$ cat src/include/sar_adc_pkg.sv
/*
  shared constants, types and the conversion time table for the
  successive-approximation converter control block.
  assumes a 32-bit classic wishbone register bus and one system clock.
*/
package sar_adc_pkg;

  ////////////////////////////////////////////////////////////////////////////
  // bus shape
  localparam int unsigned ADR_W = 8;  // byte address width
  localparam int unsigned DAT_W = 32; // bus data width

  // register indices as printed; byte address is four times the index
  localparam logic [7:0] IDX_CTL_ONE = 8'h0E;
  localparam logic [7:0] IDX_CTL_TWO = 8'h0F;
  localparam logic [7:0] IDX_RES_HI = 8'h20;
  localparam logic [7:0] IDX_RES_LO = 8'h21;
  localparam logic [ADR_W-1:0] ADR_CTL_ONE = {IDX_CTL_ONE[5:0], 2'h0};
  localparam logic [ADR_W-1:0] ADR_CTL_TWO = {IDX_CTL_TWO[5:0], 2'h0};
  localparam logic [ADR_W-1:0] ADR_RES_HI = {IDX_RES_HI[5:0], 2'h0};
  localparam logic [ADR_W-1:0] ADR_RES_LO = {IDX_RES_LO[5:0], 2'h0};

  ////////////////////////////////////////////////////////////////////////////
  // field layouts and reset values
  localparam int unsigned RES_W = 10; // conversion result width
  localparam int unsigned CHAN_LAST = 7; // highest usable channel code
  localparam logic [7:0] CTL_ONE_INIT = 8'h10;
  localparam logic [3:0] CTL_TWO_INIT = 4'h0;
  localparam logic [RES_W-1:0] RES_INIT = 10'h000;

  // operating mode codes
  typedef enum logic [1:0] {
    MODE_OFF = 2'b00,
    MODE_SOFT = 2'b01,
    MODE_RSVD = 2'b10,
    MODE_REPEAT = 2'b11
  } op_mode_t;

  // first control register: start, mode, input disable, channel
  typedef struct packed {
    logic start;
    op_mode_t mode;
    logic in_dis;
    logic [3:0] chan;
  } ctl_one_t;

  // second control register: ladder control and time select
  typedef struct packed {
    logic ladder_always;
    logic [2:0] time_sel;
  } ctl_two_t;

  // one wishbone request as seen by the slave
  typedef struct packed {
    logic we;
    logic [ADR_W-1:0] adr;
    logic [3:0] sel;
    logic [DAT_W-1:0] dat;
  } wb_req_t;

  // converter sequencing state
  typedef enum logic {
    ST_IDLE = 1'b0,
    ST_CONV = 1'b1
  } conv_state_t;

  ////////////////////////////////////////////////////////////////////////////
  // conversion times in system clock cycles
  localparam int unsigned CNT_W = 11;
  localparam logic [CNT_W-1:0] CONV_CYC_0 = 11'h027; // 39
  localparam logic [CNT_W-1:0] CONV_CYC_2 = 11'h04E; // 78
  localparam logic [CNT_W-1:0] CONV_CYC_3 = 11'h09C; // 156
  localparam logic [CNT_W-1:0] CONV_CYC_4 = 11'h138; // 312
  localparam logic [CNT_W-1:0] CONV_CYC_5 = 11'h270; // 624
  localparam logic [CNT_W-1:0] CONV_CYC_6 = 11'h4E0; // 1248
  localparam int unsigned CONV_CYC_MIN = 39;
  localparam int unsigned SAR_STEP_DEF = 3; // cycles per bit decision

  // cycle count for a time code; reserved codes give zero
  function automatic logic [CNT_W-1:0] conv_cycles(input logic [2:0] code);
    logic [CNT_W-1:0] c;
    c = 11'h000;
    case (code)
      3'h0: c = CONV_CYC_0;
      3'h2: c = CONV_CYC_2;
      3'h3: c = CONV_CYC_3;
      3'h4: c = CONV_CYC_4;
      3'h5: c = CONV_CYC_5;
      3'h6: c = CONV_CYC_6;
      default: c = 11'h000;
    endcase
    return c;
  endfunction : conv_cycles

endpackage : sar_adc_pkg

$ cat src/verilog/adc_input_sync.sv
/*
  three-stage synchroniser for the comparator decision.
  assumes the input is asynchronous to clk_i; a change is passed on
  once the second and third stages agree.
*/
`timescale 1ns/1ps
module adc_input_sync (
  input wire logic clk_i,
  input wire logic rst_i,
  input wire logic async_i,
  output logic sync_o
);

  logic ff1_r; // metastable stage, read only by ff2_r
  logic ff2_r;
  logic ff3_r;

  ////////////////////////////////////////////////////////////////////////////
  // shift chain; output follows only when stages two and three agree
  always_ff @(posedge clk_i) begin
    if (rst_i) begin
      ff1_r <= 1'b0;
      ff2_r <= 1'b0;
      ff3_r <= 1'b0;
      sync_o <= 1'b0;
    end else begin
      ff1_r <= async_i;
      ff2_r <= ff1_r;
      ff3_r <= ff2_r;
      if (ff2_r == ff3_r) begin
        sync_o <= ff3_r;
      end
    end
  end

endmodule : adc_input_sync

$ cat src/verilog/sar_bit_engine.sv
/*
  successive-approximation register: one bit decided every STEP cycles,
  msb first, the trial code driving the dac directly.
  assumes the comparator path settles within one step.
*/
`timescale 1ns/1ps
module sar_bit_engine
  import sar_adc_pkg::*;
#(
  parameter int unsigned STEP = SAR_STEP_DEF
) (
  input wire logic clk_i,
  input wire logic rst_i,
  input wire logic start_i, // one-cycle pulse, begins a fresh search
  input wire logic abort_i, // stops the search
  input wire logic above_i, // input is above the trial level
  output logic [RES_W-1:0] code_o // trial code, final once search ends
);

  // the search must end before the shortest conversion time does
  if (STEP < 1 || RES_W * STEP >= CONV_CYC_MIN) begin : g_bad_step
    $error("sar step too long for the shortest conversion time");
  end

  logic [RES_W-1:0] bit_r; // one-hot bit under trial
  logic [7:0] step_r; // cycles spent on this bit
  logic active_r;
  wire step_end = active_r && (step_r == 8'(STEP - 1));
  wire [RES_W-1:0] bit_next = bit_r >> 1;
  wire [RES_W-1:0] kept = above_i ? code_o : (code_o & ~bit_r);

  ////////////////////////////////////////////////////////////////////////////
  // search sequencing
  always_ff @(posedge clk_i) begin
    if (rst_i || abort_i) begin
      bit_r <= '0;
      step_r <= 8'h00;
      active_r <= 1'b0;
      code_o <= RES_INIT;
    end else if (start_i) begin
      bit_r <= {1'b1, {(RES_W-1){1'b0}}};
      step_r <= 8'h00;
      active_r <= 1'b1;
      code_o <= {1'b1, {(RES_W-1){1'b0}}};
    end else if (step_end) begin
      // decide this bit, then raise the next one for trial
      bit_r <= bit_next;
      step_r <= 8'h00;
      active_r <= |bit_next;
      code_o <= kept | bit_next;
    end else if (active_r) begin
      step_r <= step_r + 8'h01;
    end
  end

endmodule : sar_bit_engine

$ cat src/verilog/sar_adc_sequence_control.sv
/*
  control and result logic of an 8-channel 10-bit successive-approximation
  converter, reached over a classic wishbone slave.
  assumes the standby request comes from the system clock domain and the
  comparator decision arrives asynchronously.
  // Contract
  // - high result holds result bits nine..two
  // - low register: bits one..zero, done, busy
  // - done flag read-only, set on completion
  // - reading high result clears done flag
  // - busy set at start, cleared at end
  // - standby forces busy to zero
  // - low register bits three..zero undefined
  // - software-start mode: start runs one conversion
  // - completion loads results, done, interrupt together
  // - start bit clears once conversion starts
  // - repeat mode restarts after each completion
  // - writing disable aborts, partial result dropped
  // - completion after selected conversion time elapses
  // - new start clears done, keeps old result
  // - standby abandons conversion, resets controls, results
  // - no automatic restart after standby
  // - standby disconnects analog reference
  // - time select codes map to cycle counts
  // - mode codes off, software, repeat, reserved
  // - channel codes zero..seven, higher reserved
  // - ladder connected during conversion or always
*/
// Local design decision: register access over Wishbone.
`timescale 1ns/1ps
module sar_adc_sequence_control
  import sar_adc_pkg::*;
#(
  parameter int unsigned SAR_STEP = SAR_STEP_DEF
) (
  input wire logic clk_i,
  input wire logic rst_i,
  // wishbone slave
  input wire logic wb_cyc_i,
  input wire logic wb_stb_i,
  input wire logic wb_we_i,
  input wire logic [ADR_W-1:0] wb_adr_i,
  input wire logic [3:0] wb_sel_i,
  input wire logic [DAT_W-1:0] wb_dat_i,
  output logic [DAT_W-1:0] wb_dat_o,
  output logic wb_ack_o,
  // system side
  input wire logic standby_i, // stop or slow standby requested
  output logic conv_done_irq_o, // one-cycle pulse per completion
  // analog side
  input wire logic comp_above_i, // asynchronous comparator decision
  output logic [RES_W-1:0] dac_code_o,
  output logic [2:0] channel_o,
  output logic analog_input_disable_o,
  output logic ladder_connect_o,
  output logic ref_disconnect_o,
  output logic converting_o
);

  ////////////////////////////////////////////////////////////////////////////
  // state
  ctl_one_t ctl_one_r; // first control register
  ctl_one_t ctl_one_nxt;
  ctl_two_t ctl_two_r; // second control register
  ctl_two_t ctl_two_nxt;
  conv_state_t state_r; // idle or converting
  conv_state_t state_nxt;
  logic [CNT_W-1:0] cnt_r; // cycles since start
  logic [CNT_W-1:0] cnt_nxt;
  logic [RES_W-1:0] result_r; // last completed result
  logic [RES_W-1:0] result_nxt;
  logic done_r; // conversion done flag
  logic done_nxt;
  logic ack_r; // wishbone acknowledge
  logic [7:0] rdata_r; // read data, low byte lane
  logic [7:0] rdata_nxt;
  logic irq_r;
  logic [2:0] chan_r;
  logic in_dis_r;
  logic ladder_r;
  logic ladder_nxt;
  logic ref_dis_r;
  logic conv_r;

  wire comp_sync; // synchronised comparator decision
  wire [RES_W-1:0] sar_code; // trial code from the search engine

  ////////////////////////////////////////////////////////////////////////////
  // bus decode
  wb_req_t req;
  assign req = '{we: wb_we_i, adr: wb_adr_i, sel: wb_sel_i, dat: wb_dat_i};

  // a request is taken in the cycle before ack rises
  wire req_take = wb_cyc_i && wb_stb_i && !ack_r;
  wire hit_one = (req.adr == ADR_CTL_ONE);
  wire hit_two = (req.adr == ADR_CTL_TWO);
  wire hit_hi = (req.adr == ADR_RES_HI);
  wire hit_lo = (req.adr == ADR_RES_LO);
  wire lane0_wr = req_take && req.we && req.sel[0];

  // control writes are locked out during standby
  wire wr_one = lane0_wr && hit_one && !standby_i;
  wire wr_two = lane0_wr && hit_two && !standby_i;
  wire rd_hi = req_take && !req.we && hit_hi;

  // incoming value for the first control register
  ctl_one_t wr_val;
  assign wr_val = ctl_one_t'(req.dat[7:0]);

  ////////////////////////////////////////////////////////////////////////////
  // conversion decode
  wire busy = (state_r == ST_CONV);
  wire [CNT_W-1:0] cyc_need = conv_cycles(ctl_two_r.time_sel);
  wire time_ok = (cyc_need != 11'h000);
  wire chan_ok = (ctl_one_r.chan <= 4'(CHAN_LAST));

  // only software start and repeat can launch a conversion
  wire mode_ok = (ctl_one_r.mode == MODE_SOFT) ||
                 (ctl_one_r.mode == MODE_REPEAT);
  wire cfg_ok = mode_ok && chan_ok && time_ok;

  // pending start bit is consumed here, launched or refused
  wire start_seen = !busy && ctl_one_r.start && !standby_i;
  wire start_go = start_seen && cfg_ok;

  // disable written while running aborts at once
  wire off_wr = wr_one && (wr_val.mode == MODE_OFF);
  wire abort = busy && (standby_i || off_wr);
  wire cnt_last = busy && (cnt_r == cyc_need - 11'h001);
  wire finish = cnt_last && !abort;

  // repeat mode starts the next conversion on the same edge
  wire restart = finish && (ctl_one_r.mode == MODE_REPEAT);
  wire sar_start = start_go || restart;

  ////////////////////////////////////////////////////////////////////////////
  // comparator synchroniser and bit search
  adc_input_sync u_sync (
    .clk_i(clk_i),
    .rst_i(rst_i),
    .async_i(comp_above_i),
    .sync_o(comp_sync)
  );

  sar_bit_engine #(
    .STEP(SAR_STEP)
  ) u_sar (
    .clk_i(clk_i),
    .rst_i(rst_i),
    .start_i(sar_start),
    .abort_i(abort),
    .above_i(comp_sync),
    .code_o(sar_code)
  );

  ////////////////////////////////////////////////////////////////////////////
  // next state of the sequencer
  always_comb begin
    state_nxt = state_r;
    cnt_nxt = cnt_r;
    case (state_r)
      ST_IDLE: begin
        cnt_nxt = 11'h000;
        if (start_go) begin
          state_nxt = ST_CONV;
        end
      end
      ST_CONV: begin
        if (abort) begin
          // partial result is simply never stored
          state_nxt = ST_IDLE;
          cnt_nxt = 11'h000;
        end else if (restart) begin
          cnt_nxt = 11'h000;
        end else if (finish) begin
          state_nxt = ST_IDLE;
          cnt_nxt = 11'h000;
        end else begin
          cnt_nxt = cnt_r + 11'h001;
        end
      end
      default: begin
        state_nxt = ST_IDLE;
        cnt_nxt = 11'h000;
      end
    endcase
  end

  ////////////////////////////////////////////////////////////////////////////
  // control register next values
  always_comb begin
    ctl_one_nxt = ctl_one_r;
    ctl_two_nxt = ctl_two_r;
    if (standby_i) begin
      // standby forces both control registers to their initial values
      ctl_one_nxt = ctl_one_t'(CTL_ONE_INIT);
      ctl_two_nxt = ctl_two_t'(CTL_TWO_INIT);
    end else begin
      if (start_seen) begin
        ctl_one_nxt.start = 1'b0;
      end
      if (wr_one) begin
        ctl_one_nxt = wr_val;
        // a start written while busy or on a launch edge is dropped,
        // so a careless second start cannot queue a conversion
        ctl_one_nxt.start = wr_val.start && !busy && !start_seen;
      end
      if (wr_two) begin
        ctl_two_nxt.ladder_always = req.dat[5];
        ctl_two_nxt.time_sel = req.dat[3:1];
      end
    end
  end

  ////////////////////////////////////////////////////////////////////////////
  // result and done flag next values
  always_comb begin
    result_nxt = result_r;
    done_nxt = done_r;
    if (standby_i) begin
      result_nxt = RES_INIT;
      done_nxt = 1'b0;
    end else if (finish) begin
      // completion wins over a same-cycle read clear
      result_nxt = sar_code;
      done_nxt = 1'b1;
    end else if (start_go) begin
      done_nxt = 1'b0;
    end else if (rd_hi) begin
      done_nxt = 1'b0;
    end
  end

  ////////////////////////////////////////////////////////////////////////////
  // read multiplexer; unmapped addresses read zero
  always_comb begin
    rdata_nxt = 8'h00;
    if (hit_one) begin
      rdata_nxt = ctl_one_r;
    end else if (hit_two) begin
      // bits seven and six read zero, fixed bit four reads one and fixed bit zero reads zero
      rdata_nxt = {2'h0, ctl_two_r.ladder_always, 1'b1,
                   ctl_two_r.time_sel, 1'b0};
    end else if (hit_hi) begin
      rdata_nxt = result_r[9:2];
    end else if (hit_lo) begin
      // low nibble carries no meaning and reads zero
      rdata_nxt = {result_r[1:0], done_r, busy, 4'h0};
    end
  end

  // ladder follows conversion unless held on; off in standby
  assign ladder_nxt = !standby_i &&
                      (ctl_two_r.ladder_always || busy);

  ////////////////////////////////////////////////////////////////////////////
  // sequencer and register storage
  always_ff @(posedge clk_i) begin
    if (rst_i) begin
      state_r <= ST_IDLE;
      cnt_r <= 11'h000;
      ctl_one_r <= ctl_one_t'(CTL_ONE_INIT);
      ctl_two_r <= ctl_two_t'(CTL_TWO_INIT);
    end else begin
      state_r <= state_nxt;
      cnt_r <= cnt_nxt;
      ctl_one_r <= ctl_one_nxt;
      ctl_two_r <= ctl_two_nxt;
    end
  end

  // results and done flag
  always_ff @(posedge clk_i) begin
    if (rst_i) begin
      result_r <= RES_INIT;
      done_r <= 1'b0;
    end else begin
      result_r <= result_nxt;
      done_r <= done_nxt;
    end
  end

  ////////////////////////////////////////////////////////////////////////////
  // bus answer: ack one cycle after the request is taken, then dropped
  always_ff @(posedge clk_i) begin
    if (rst_i) begin
      ack_r <= 1'b0;
      rdata_r <= 8'h00;
    end else begin
      ack_r <= req_take;
      if (req_take) begin
        rdata_r <= rdata_nxt;
      end
    end
  end

  assign wb_ack_o = ack_r;
  assign wb_dat_o = {24'h000000, rdata_r};

  ////////////////////////////////////////////////////////////////////////////
  // registered outputs toward the analog and system side
  always_ff @(posedge clk_i) begin
    if (rst_i) begin
      irq_r <= 1'b0;
      chan_r <= 3'h0;
      in_dis_r <= 1'b1;
      ladder_r <= 1'b0;
      ref_dis_r <= 1'b0;
      conv_r <= 1'b0;
    end else begin
      irq_r <= finish;
      chan_r <= ctl_one_r.chan[2:0];
      in_dis_r <= ctl_one_r.in_dis;
      ladder_r <= ladder_nxt;
      ref_dis_r <= standby_i;
      conv_r <= (state_nxt == ST_CONV);
    end
  end

  assign conv_done_irq_o = irq_r;
  assign channel_o = chan_r;
  assign analog_input_disable_o = in_dis_r;
  assign ladder_connect_o = ladder_r;
  assign ref_disconnect_o = ref_dis_r;
  assign converting_o = conv_r;
  assign dac_code_o = sar_code;

endmodule : sar_adc_sequence_control

$ cat config.mk
export PLATFORM = sky130hd
export DESIGN_NAME = sar_adc_sequence_control
export DESIGN_NICKNAME = d
export VERILOG_FILES = /design/src/include/sar_adc_pkg.sv /design/src/verilog/adc_input_sync.sv /design/src/verilog/sar_bit_engine.sv /design/src/verilog/sar_adc_sequence_control.sv
export SDC_FILE = /design/constraint.sdc
export NUM_CORES = 1
export LEC_CHECK = 0
export BUFFER_PORTS_ARGS = -buffer_cell sky130_fd_sc_hd__buf_2
export CAP_MARGIN = 5
export CORE_UTILIZATION = 53
export DETAILED_ROUTE_END_ITERATION = 7
export PLACE_DENSITY = 0.84
export SETUP_SLACK_MARGIN = 0.3
export SYNTH_ARGS = -nofsm -noshare
export SYNTH_HDL_FRONTEND = slang
export SYNTH_HIERARCHICAL = 1
export SYNTH_SLANG_ARGS = --single-unit
export TNS_END_PERCENT = 20
$ cat constraint.sdc
create_clock -name clk_i -period 3.59 [get_ports clk_i]
set_input_delay 0.1795 -clock clk_i [delete_from_list [all_inputs] [get_ports clk_i]]
set_output_delay 0.1795 -clock clk_i [all_outputs]
set_load 0.01 [all_outputs]
==> metrics list, run 1 <==
- Worst reg2reg startpoint: ctl_two_r[0]$_SDFFE_PP0P_
* Synth warnings: 6
- Final clock skew: 0.00982 ns
- Max Clk Rate: 0.317 GHz
* Worst-Skew Late Latency: 0.35 ns
* Top fanout value on the critical path: 10
* Number of slew-limit violations in the final report: 0
- Destination of the worst hold path: u_sync/ff1_r$_SDFF_PP0_
- For this run, design rule violations remaining after detail routing come to 0.
- Once placement completed, the tool counted placed cells totaling between 600 and 700.
* Sequential cell area fraction in the yosys report: 0.403
* Peak VDD IR: 0.000304 V
- Overall overflow remaining after global route: 0
- The die covers 8220 um^2.
* R2r setup slk: ~0.44 ns
* Data required, critical path: approximately 3.8 ns
- The run finished with clean final reports.
- Initial antenna violation count: 0
- The worst pin sits at a relative slew slack of 0.387.
- Dividing the detail-routed wire length by the instance count gives between 10 and 15 um.
- The worst setup path is launched from a flop.
- The worst path in the final design needs a cycle of 3.15 ns, including I/O delays and setup.
- The repair_antennas step left the layout with diodes totalling 0.
- Among all flip-flop cells after synthesis, the most frequent one is sky130_fd_sc_hd__dfxtp_1.
- Post-Syn Instances: 480
- TritonCTS built the clock tree.
* Number of failing setup endpoints in the final timing report: 0
* Yosys reg bits: between 80 and 90
- Post-Syn Area per Cell: 8.68 um^2
- DRT Wirelength: a little over 9000 um
- The worst hold path begins at comp_above_i.
- Buffer type at the clock tree root: sky130_fd_sc_hd__clkbuf_8
* Total negative setup slack: 0 ns
- For this block, the initial DRC count from the detailed router was approximately 270.
- Reg-to-reg endpoint: result_r[4]$_SDFFE_PP0P_
- Detailed placement finished with a half-perimeter wire length of 6560 um.
- Net count of the finished layout: 574
- Crit path capture type: flop
* Worst Hold Path Cells: 2
- After detailed routing, the number of vias per cell comes to ~5.8.
- After floorplanning, the core was sized to cover 7410 um^2.
- Final-layout fill cell count: 656
- Number of buffers inserted during clock tree synthesis: 9
- CTS HTree Levels: 3
- Maximum capacitance violations: 0
- Post-route ant nets: 0
- Number of sinks handled by clock tree synthesis: 84
- Final Non-Filler Cells: between 600 and 700
- Post-CTS sizing: 1
- CTS Hold Buffers Added: 0
- Most common cell after layout, fill and taps aside: sky130_fd_sc_hd__dfxtp_1
- Via count: 3,598
* Number of cells on the worst reg-to-reg path: 8
- In the final layout, the share of cells above drive strength 1 is 0.205.
* Final Cycle Share: 0.878
- Placement row count: 31
* Worst setup path class: reg2reg
* Data arrival at the endpoint of the critical path: 3.37 ns
- Worst min-delay path class: in2reg
* Most frequent cells in the layout: sky130_fd_sc_hd__dfxtp_1 (84), sky130_fd_sc_hd__buf_2 (50), sky130_fd_sc_hd__a21oi_1 (45)
* Chip Width: 90.7 um
- LEAKAGE: 0.00163 uW
- Number of library cell types mapped by synthesis: 59
* Number of failing hold endpoints at the final stage: 0
- Before antenna repair, the detailed router went through 5 iterations.
* Number of setup buffers added after CTS: 0
* Clock transition at the register clock pins on the worst setup and hold paths after CTS: 0.08 ns
- Setup repair after global routing left no endpoint under its margin.
* PortBufs: 50
- Power spread over the standard cell area amounts to 378 nW/um^2.
* Maximum number of pins on one net before global-route repair: 25
- Counting flops with a built-in enable in the synthesized netlist gives 0.
- Register area: approximately 1700 um^2
- Starting Density: 0.563
- At the end of routability-driven placement, the weighted congestion stood at 0.842.
- Maximum buffer depth of the clock tree: 2
* Layout overhead on the synthesized area: 10.3%
* First-pass GRT wire length: between 15,000 and 20,000 um
- Total routing usage reported by global routing: 0.226
- In this run the count of I/O pins placed on the die edge is 102.
- Actual transition at the worst max-transition pin: between 0.9 and 1 ns
- Die Span Y: slightly above 90 um
- Number of global-route vias before repair: 3,347
- Area of the mapped netlist: 4170 um^2
- Async SR Flop Fraction: 0
- Summing all multi-input logic gate instances after layout gives ~2200 um^2.
-- metrics by stage --
step / area, um^2 / setup slack, ns / power, uW / utilization / hold slack, ns
finish: 4600 / 0.437 / 1740 / 0.620 / 0.0350
global route: 4600 / 0.312 / 1810 / 0.620 / 0.0509
floorplan: 4250 / 0.336 / 1020 / - / 0.249
global placement: 4360 / 0.447 / 1030 / 0.589 / 0.396
CTS: 4580 / 0.385 / 1750 / 0.618 / 0.0196
detailed placement: 4360 / 0.330 / 1030 / 0.589 / 0.396
-- registers in the layout, indices dropped and copies added, names as in the netlist --
name / cells
rdata_r: 8
converting_o: 1
result_r: 10
ctl_one_r: 8
ctl_two_r: 4
ladder_connect_o: 1
u_sar/bit_r: 10
u_sar/code_o: 10
u_sync/sync_o: 1
u_sync/ff1_r: 1
ref_disconnect_o: 1
cnt_r: 11
u_sync/ff2_r: 1
analog_input_disable_o: 1
conv_done_irq_o: 1
channel_o: 3
u_sar/active_r: 1
done_r: 1
u_sync/ff3_r: 1
wb_ack_o: 1
u_sar/step_r: 8
-- routing by layer --
layer  vias to the layer above  track usage  share of wire
li1                       1749            -              -
met1                      1695        0.288           0.43
met2                       146        0.377           0.49
met3                         8       0.0581          0.066
met4                         0       0.0645         0.0078
met5                         -            0              0
-- critical path, stage by stage (launching register included) --
cell	delay, ns
sky130_fd_sc_hd__dfxtp_1	0.38
sky130_fd_sc_hd__or3_1	0.44
sky130_fd_sc_hd__ha_2	0.25
sky130_fd_sc_hd__xor3_1	0.38
sky130_fd_sc_hd__o22ai_1	0.18
sky130_fd_sc_hd__a211oi_2	0.11
sky130_fd_sc_hd__or4_1	0.75
sky130_fd_sc_hd__o31ai_1	0.42
sky130_fd_sc_hd__a21oi_1	0.12
-- cells by family (layout without fill, tap and decap cells) --
kind of cell | after synthesis | in the layout | synth area share
other | 1 | 24 | 0.000900
adder cells (fa/ha/maj) | 4 | 4 | 0.0120
buffers and inverters | 74 | 94 | 0.102
AO/OA/AOI/OAI | 120 | 120 | 0.201
flip-flops | 84 | 84 | 0.403
multiplexers | 8 | 8 | 0.0201
AND/OR/NAND/NOR | 171 | 171 | 0.219
XOR/XNOR | 18 | 18 | 0.0414
-- synth_stat cells (all sizes together) (4+ instances only) --
library cell,count,area share
a21oi,45,0.054
a22oi,6,0.011
buf,41,0.072
clkbuf,17,0.015
dfxtp,84,0.40
ha,4,0.012
inv,15,0.014
mux2i,5,0.012
nand2,32,0.029
nand2b,5,0.0075
nand3,23,0.028
nand4,16,0.024
nor2,38,0.035
nor2b,9,0.014
nor3,8,0.0096
nor4,6,0.011
o211ai,5,0.0090
o21ai,24,0.033
o31ai,10,0.018
o41ai,10,0.037
or2,5,0.0075
or3,7,0.011
or4,4,0.0072
xnor2,8,0.017
xor2,9,0.019
-- where the power goes --
part           total [uW]  internal (uW)  leakage (uW)  switching (uW)
registers             940            937      0.000678            3.11
logic                71.7           23.2      0.000839            48.4
clock network         727            407      0.000109             320
total                1740           1370       0.00163             371
-- layout make-up --
| cell class | count | area share |
|---|---|---|
| inverter | 16 | 0.0131 |
| multi-input combinational | 345 | 0.472 |
| sequential | 84 | 0.366 |
| clock inverter | 4 | 0.0161 |
| timing repair buffer | 63 | 0.0757 |
| tap | 99 | 0.0270 |
| clock buffer | 11 | 0.0308 |
-- worst max-delay path by stage --
stage | from | end | depth (start not counted)
2_1_floorplan | ctl_two_r[0]$_SDFFE_PP0P_ | u_sar/bit_r[0]$_SDFFE_PP0P_ | 14
3_3_place_gp | ctl_two_r[0]$_SDFFE_PP0P_ | u_sar/step_r[1]$_SDFFE_PP0P_ | 11
3_5_place_dp | ctl_two_r[0]$_SDFFE_PP0P_ | u_sar/step_r[1]$_SDFFE_PP0P_ | 11
4_1_cts | ctl_two_r[0]$_SDFFE_PP0P_ | u_sar/step_r[1]$_SDFFE_PP0P_ | 11
5_1_grt | ctl_two_r[0]$_SDFFE_PP0P_ | u_sar/step_r[1]$_SDFFE_PP0P_ | 11
6_report | ctl_two_r[0]$_SDFFE_PP0P_ | result_r[4]$_SDFFE_PP0P_ | 8
Power figures use the tool's default switching activity.
==> inputs of run 2 (changes only) <==
Settings changed: CTS_CLUSTER_SIZE set to 8, PLACE_DENSITY 0.84 to 0.79, REMOVE_ABC_BUFFERS set to 1.
==> metrics list, run 2 (synthesis results as in run 1) <==
- Run status: finished clean
- The number of hold violations in the final report was 0.
- 1st-iter DRT viols: 270
* Inst Count DP: about 610
- Most frequent cells in the layout: sky130_fd_sc_hd__dfxtp_1 (84), sky130_fd_sc_hd__buf_2 (50), sky130_fd_sc_hd__a21oi_1 (45)
- OpenSTA, run right after detailed placement, puts the worst setup slack at 0.324 ns.
- Type of element launching the critical path: flop
- Destination of the worst hold path: u_sync/ff1_r$_SDFF_PP0_
- The tree is rooted in a sky130_fd_sc_hd__clkbuf_8.
- Initial antenna violation count: 0
- Hold Path Origin: comp_above_i
- Clock transition at the register clock pins on the worst setup and hold paths after CTS: 0.09 ns
* Number of cells on the worst reg-to-reg path: 11
* Crit path capture type: flop
- Worst reg2reg startpoint: ctl_two_r[0]$_SDFFE_PP0P_
- In this run the worst setup path begins at ctl_two_r[0]$_SDFFE_PP0P_.
- Number of top-level pins: 102
* Final Non-Filler Cells: 623
- Starting Density: 0.563
- The final layout contains routed wiring with a total length of 9330 um.
* Worst Hold Path Cells: 2
- Final Cycle Share: 0.853
* Number of failing setup endpoints in the final timing report: 0
- Top fanout value on the critical path: 18
- The setup path with the least slack is of type reg2reg.
- No sink is reached through more buffers than the 2 on the longest clock path.
* Reg with most FFs: cnt_r
* Drc violations: 0
- Cell Area, Placed: ~4400 um^2
- Max Clk Rate: roughly 0.33 GHz
* Worst rel slew slack: 0.362
* R2r setup slk: between 0.5 and 0.6 ns
- Worst min-delay path class: in2reg
* Post-route worst setup slack: 0.528 ns
- Data required, critical path: 3.82 ns
- Data arrival at the endpoint of the critical path: 3.30 ns
* CTS Hold Buffers Added: 0
- Power spread over the standard cell area amounts to 401 nW/um^2.
- Post-route ant nets: 0
- Area of the die: 8220 um^2
- The number of antenna diodes in the final layout is 0.
* CTS HTree Levels: 3
* PortBufs: 50
* Net count of the finished layout: roughly 570
- Entering global routing, the biggest net connects 25 pins.
- Actual transition at the worst max-transition pin: 0.957 ns
- Crit path time final: roughly 3.1 ns
- Finished layout cell area: 4640 um^2
- The library cell used most frequently in the layout, excluding fill and tap cells, is sky130_fd_sc_hd__dfxtp_1.
- For this design the static power due to leakage is 0.00164 uW.
* First-pass GRT wire length: between 15,000 and 20,000 um
- Max-cap violations in this run came to 0.
- Number of flip-flops under the largest register name: 11
- Number of sinks handled by clock tree synthesis: 84
- The worst register-to-register path ends at u_sar/code_o[3]$_SDFFE_PP0P_.
* Final clock skew: ~0.012 ns
* Half-perimeter wire length after detailed placement: around 6500 um
* Final Power: 1860 uW
- In the final routed layout, each cell accounts on average for 15.0 um.
- Number of slew-limit violations in the final report: 0
* Worst-Skew Late Latency: between 0.3 and 0.4 ns
- Clock tree from TritonCTS: done
- Counting the buffers created by CTS gives 9.
* Via count: 3,542
- In this run the standard cell core region covers 7410 um^2.
- After global routing the overflow that remains totals 0.
* Chip Width: approximately 91 um
- Avg Vias per Cell: 5.69
- Die Span Y: 90.7 um
* GPL Wtd Cong: 0.861
- Setup repair after global routing left no endpoint under its margin.
- The number of global-route vias before repair is 3,284.
- Across every metal layer, demand over resource in global routing totals 0.230.
- Share of layout cells above drive strength 1: 0.212
* Peak VDD IR: 0.000256 V
- Placement row count: 31
- The first detailed-routing pass ran for 5 iterations.
* Layout overhead on the synthesized area: 11.4%
## run 2: worst max-delay path by stage
stage	slack [ns]	to	cells past startpoint
2_1_floorplan	-0.13	u_sar/step_r[1]$_SDFFE_PP0P_	11
6_report	0.53	u_sar/code_o[3]$_SDFFE_PP0P_	11
3_5_place_dp	0.32	u_sar/step_r[1]$_SDFFE_PP0P_	11
5_1_grt	0.36	u_sar/active_r$_SDFFE_PP0P_	12
3_3_place_gp	0.46	u_sar/step_r[1]$_SDFFE_PP0P_	11
4_1_cts	0.32	u_sar/step_r[1]$_SDFFE_PP0P_	11
## run 2: layer usage
metal / up-vias / GRT usage / part of all wire
met5: - / 0 / 0
met4: 0 / 0.0780 / 0.018
met3: 19 / 0.0522 / 0.053
met2: 118 / 0.378 / 0.48
met1: 1649 / 0.297 / 0.45
li1: 1756 / - / -
## run 2: layout make-up
type / instances / area (um^2)
clock buffers: 11 / 151
inverters: 16 / 60.1
fillers: 638 / 2770
flip-flops and latches: 84 / 1680
multi-input cells: 345 / 2170
repair buffers: 63 / 348
well taps: 99 / 124
clock inverters: 5 / 106
## run 2: where the power goes
group          switching, uW  internal [uW]
sequential              3.11            937
combinational           49.3           23.4
clock                    348            503
## run 2: per-stage QoR
stage               hold WS, ns  setup TNS, ns  utilization
finish                   0.0305              0        0.627
global route             0.0234              0        0.627
CTS                      0.0253              0        0.624
detailed placement        0.395              0        0.589
global placement          0.398              0        0.589
floorplan                 0.246         -0.900            -
## run 2: worst max-delay path, cell delays in order, from the launching register on
cell	delay, ns
sky130_fd_sc_hd__dfxtp_1	0.39
sky130_fd_sc_hd__or3_1	0.41
sky130_fd_sc_hd__ha_2	0.24
sky130_fd_sc_hd__xor3_1	0.35
sky130_fd_sc_hd__o22ai_1	0.22
sky130_fd_sc_hd__a211oi_2	0.13
sky130_fd_sc_hd__nor4_2	0.34
sky130_fd_sc_hd__nand3_1	0.20
sky130_fd_sc_hd__o21ai_2	0.19
sky130_fd_sc_hd__or3_1	0.17
sky130_fd_sc_hd__buf_4	0.23
sky130_fd_sc_hd__a21oi_1	0.06
## run 2: timing repair
action                     CTS  global route
setup buffers                0             0
pin swaps                    0             1
gates resized for setup      1             5
cloned                       0             0
setup endpoints to repair    1            23
==> inputs of run 3 (changes only) <==
Settings changed: CORE_ASPECT_RATIO set to 1.75.
==> metrics list, run 3 (synthesis results as in run 1) <==
- Initial antenna violation count: 0
- Average routed wire per standard cell: 15.1 um
- Most frequent cells in the layout: sky130_fd_sc_hd__dfxtp_1 (83), sky130_fd_sc_hd__buf_2 (50), sky130_fd_sc_hd__a21oi_1 (45)
* Finished layout cell area: ~4600 um^2
- Final-layout fill cell count: 695
- Setup repair after global routing could not meet its margin everywhere.
- In this run the core area contains 42 standard-cell rows.
- In this run the worst path has a maximum fanout of 9.
- The critical path is of the reg2reg type.
- The first TritonRoute pass finished after 5 iterations.
* Hold Worst Slack: 0.0505 ns
- Setup violations remaining at the end of the flow were counted as 0.
- Number of slew-limit violations in the final report: 0
- Clock transition at the register clock pins on the worst setup and hold paths after CTS: 0.06 ns
* Net count of the finished layout: between 500 and 600
* Worst reg2reg startpoint: ctl_two_r[0]$_SDFFE_PP0P_
* Clock tree from TritonCTS: done
* Peak VDD IR: about 0.00028 V
- Die Span Y: approximately 120 um
- Avg Vias per Cell: 5.89
- PortBufs: 50
- Post-route worst setup slack: around 0.44 ns
- Number of buffers inserted during clock tree synthesis: 9
- Layout overhead on the synthesized area: 11.4%
- Actual transition at the worst max-transition pin: 1.04 ns
* GPL Wtd Cong: 0.809
* Crit path time final: between 3 and 4 ns
- Maximum buffer depth of the clock tree: 2
- STA classifies the critical path endpoint as a flop.
* Number of setup buffers added after CTS: 0
- Number of failing hold endpoints at the final stage: 0
- 0 antenna diodes ended up in the layout.
* Half-perimeter wire length after detailed placement: 6750 um
- STA classifies the critical path startpoint as a flop.
- The placed instances occupy a cell area of 4340 um^2.
- The register with the most flip-flops in the layout has 11 of them.
- The min-delay analysis places its worst path in the category in2reg.
- 102 I/O pins were placed.
* Overall overflow remaining after global route: 0
* Crit path launch: ctl_two_r[0]$_SDFFE_PP0P_
- Worst setup endpoint: u_sar/step_r[1]$_SDFFE_PP0P_
* Standard cell core area: about 7600 um^2
- Share of layout cells above drive strength 1: 0.205
- CTS HTree Levels: 3
* Final clock skew: 0.00773 ns
- Reg-to-reg endpoint: u_sar/step_r[1]$_SDFFE_PP0P_
- Post-route ant nets: 0
* Area of the multi-input gates: 2160 um^2
- In the final layout, flip-flops and latches occupy 1680 um^2.
* Number of global-route vias before repair: 3,349
- Across every metal layer, demand over resource in global routing totals 0.229.
* R2r setup slk: 0.44 ns
* Max Clk Rate: between 0.3 and 0.4 GHz
* Data arrival at the endpoint of the critical path: 3.40 ns
- First-pass GRT wire length: 15,300 um
* Final Cycle Share: 0.877
- Maximum number of pins on one net before global-route repair: 25
- Summing internal, switching and leakage power gives between 1500 and 2000 uW.
- Buffer type at the clock tree root: sky130_fd_sc_hd__clkbuf_16
- The worst register-to-register path has a depth of 11.
- Number of sinks handled by clock tree synthesis: 84
- Worst-Skew Late Latency: 0.34 ns
* Starting Density: 0.551
- Measured against its own limit, the worst slew margin works out to 0.301.
- OpenSTA, run right after detailed placement, puts the worst setup slack at 0.286 ns.
- After detailed routing, the number of remaining DRC violations is 0.
- At the end of the flow the core is filled with cells to 0.614.
- The library cell used most frequently in the layout, excluding fill and tap cells, is sky130_fd_sc_hd__dfxtp_1.
- The tool flagged a number of max-cap violations equal to 0.
* Reg with most FFs: cnt_r
- Area of the die: 8240 um^2
* Run status: finished clean
- Data on the critical path is required at its endpoint by 3.84 ns.
- The analysis attributes to cell leakage a power of roughly 0.0017 uW.
- The first routing iteration left between 150 and 200 violations.
* Via count: 3,593
* Power density over cell area: 413 nW/um^2
- The routed design has 9240 um of wire.
- Chip Width: 69.0 um
## run 3: changes by cell type in the layout (fill, tap and decap cells not counted), moves of 2 or more
cell,previous run,this run
sky130_fd_sc_hd__clkbuf_16,0,9
sky130_fd_sc_hd__bufinv_16,3,1
sky130_fd_sc_hd__clkbuf_8,11,0
sky130_fd_sc_hd__clkinv_2,0,2
## run 3: cell type report
type                    count  share of cell area
repair buffers             62              0.0733
multi-input cells         345               0.465
inverters                  16              0.0129
well taps                  88              0.0237
clock buffers               9              0.0485
flip-flops and latches     84               0.362
clock inverters             6              0.0140
## run 3: worst min path at each step
stage / startpoint / endpoint / slack, ns / cells after the start
after global placement: comp_above_i / u_sync/ff1_r$_SDFF_PP0_ / 0.39 / 2
after global routing: wb_dat_i[4] / ctl_one_r[4]$_SDFFE_PP1P_ / 0.06 / 3
final: wb_dat_i[4] / ctl_one_r[4]$_SDFFE_PP1P_ / 0.05 / 3
after detailed placement: wb_dat_i[4] / ctl_one_r[4]$_SDFFE_PP1P_ / 0.40 / 3
after CTS: wb_dat_i[4] / ctl_one_r[4]$_SDFFE_PP1P_ / 0.04 / 3
after floorplan: rst_i / ref_disconnect_o$_SDFF_PP0_ / 0.25 / 1
## run 3: power by group
part           internal, uW  total (uW)  switching [uW]
clock                   535         904             369
sequential              938         941            2.92
combinational          23.4        71.9            48.5
total                  1500        1920             420
## run 3: through the flow
| stage | instances | TNS [ns] |
|---|---|---|
| after detailed placement | 595 | 0 |
| after global placement | 595 | 0 |
| after CTS | 610 | 0 |
| after global routing | 610 | 0 |
| final | 610 | 0 |
| after floorplan | 445 | -0.900 |
## run 3: critical path, cell delays in order (launching register included)
cell and delay (ns):
sky130_fd_sc_hd__dfxtp_1 0.37, sky130_fd_sc_hd__or3_1 0.41, sky130_fd_sc_hd__ha_1 0.30, sky130_fd_sc_hd__xor3_1 0.33, sky130_fd_sc_hd__o22ai_1 0.09, sky130_fd_sc_hd__a211oi_2 0.29, sky130_fd_sc_hd__nor4_2 0.10, sky130_fd_sc_hd__nand3_1 0.15
sky130_fd_sc_hd__o21ai_1 0.10, sky130_fd_sc_hd__or3_1 0.43, sky130_fd_sc_hd__a21o_2 0.27, sky130_fd_sc_hd__a211oi_1 0.22
## run 3: layer usage
| layer | part of all wire | vias up | routed length [um] | GRT usage |
|---|---|---|---|---|
| met3 | 0.043 | 24 | 399 | 0.0491 |
| li1 | - | 1756 | - | - |
| met5 | 0 | - | 0 | 0 |
| met2 | 0.53 | 130 | 4940 | 0.417 |
| met1 | 0.39 | 1683 | 3620 | 0.240 |
| met4 | 0.030 | 0 | 281 | 0.121 |
## run 3: what timing repair did
item | in CTS | in global routing
hold buffers | 0 | 0
gates resized for setup | 1 | 3
setup endpoints to repair | 1 | 27
pin swaps | 0 | 2
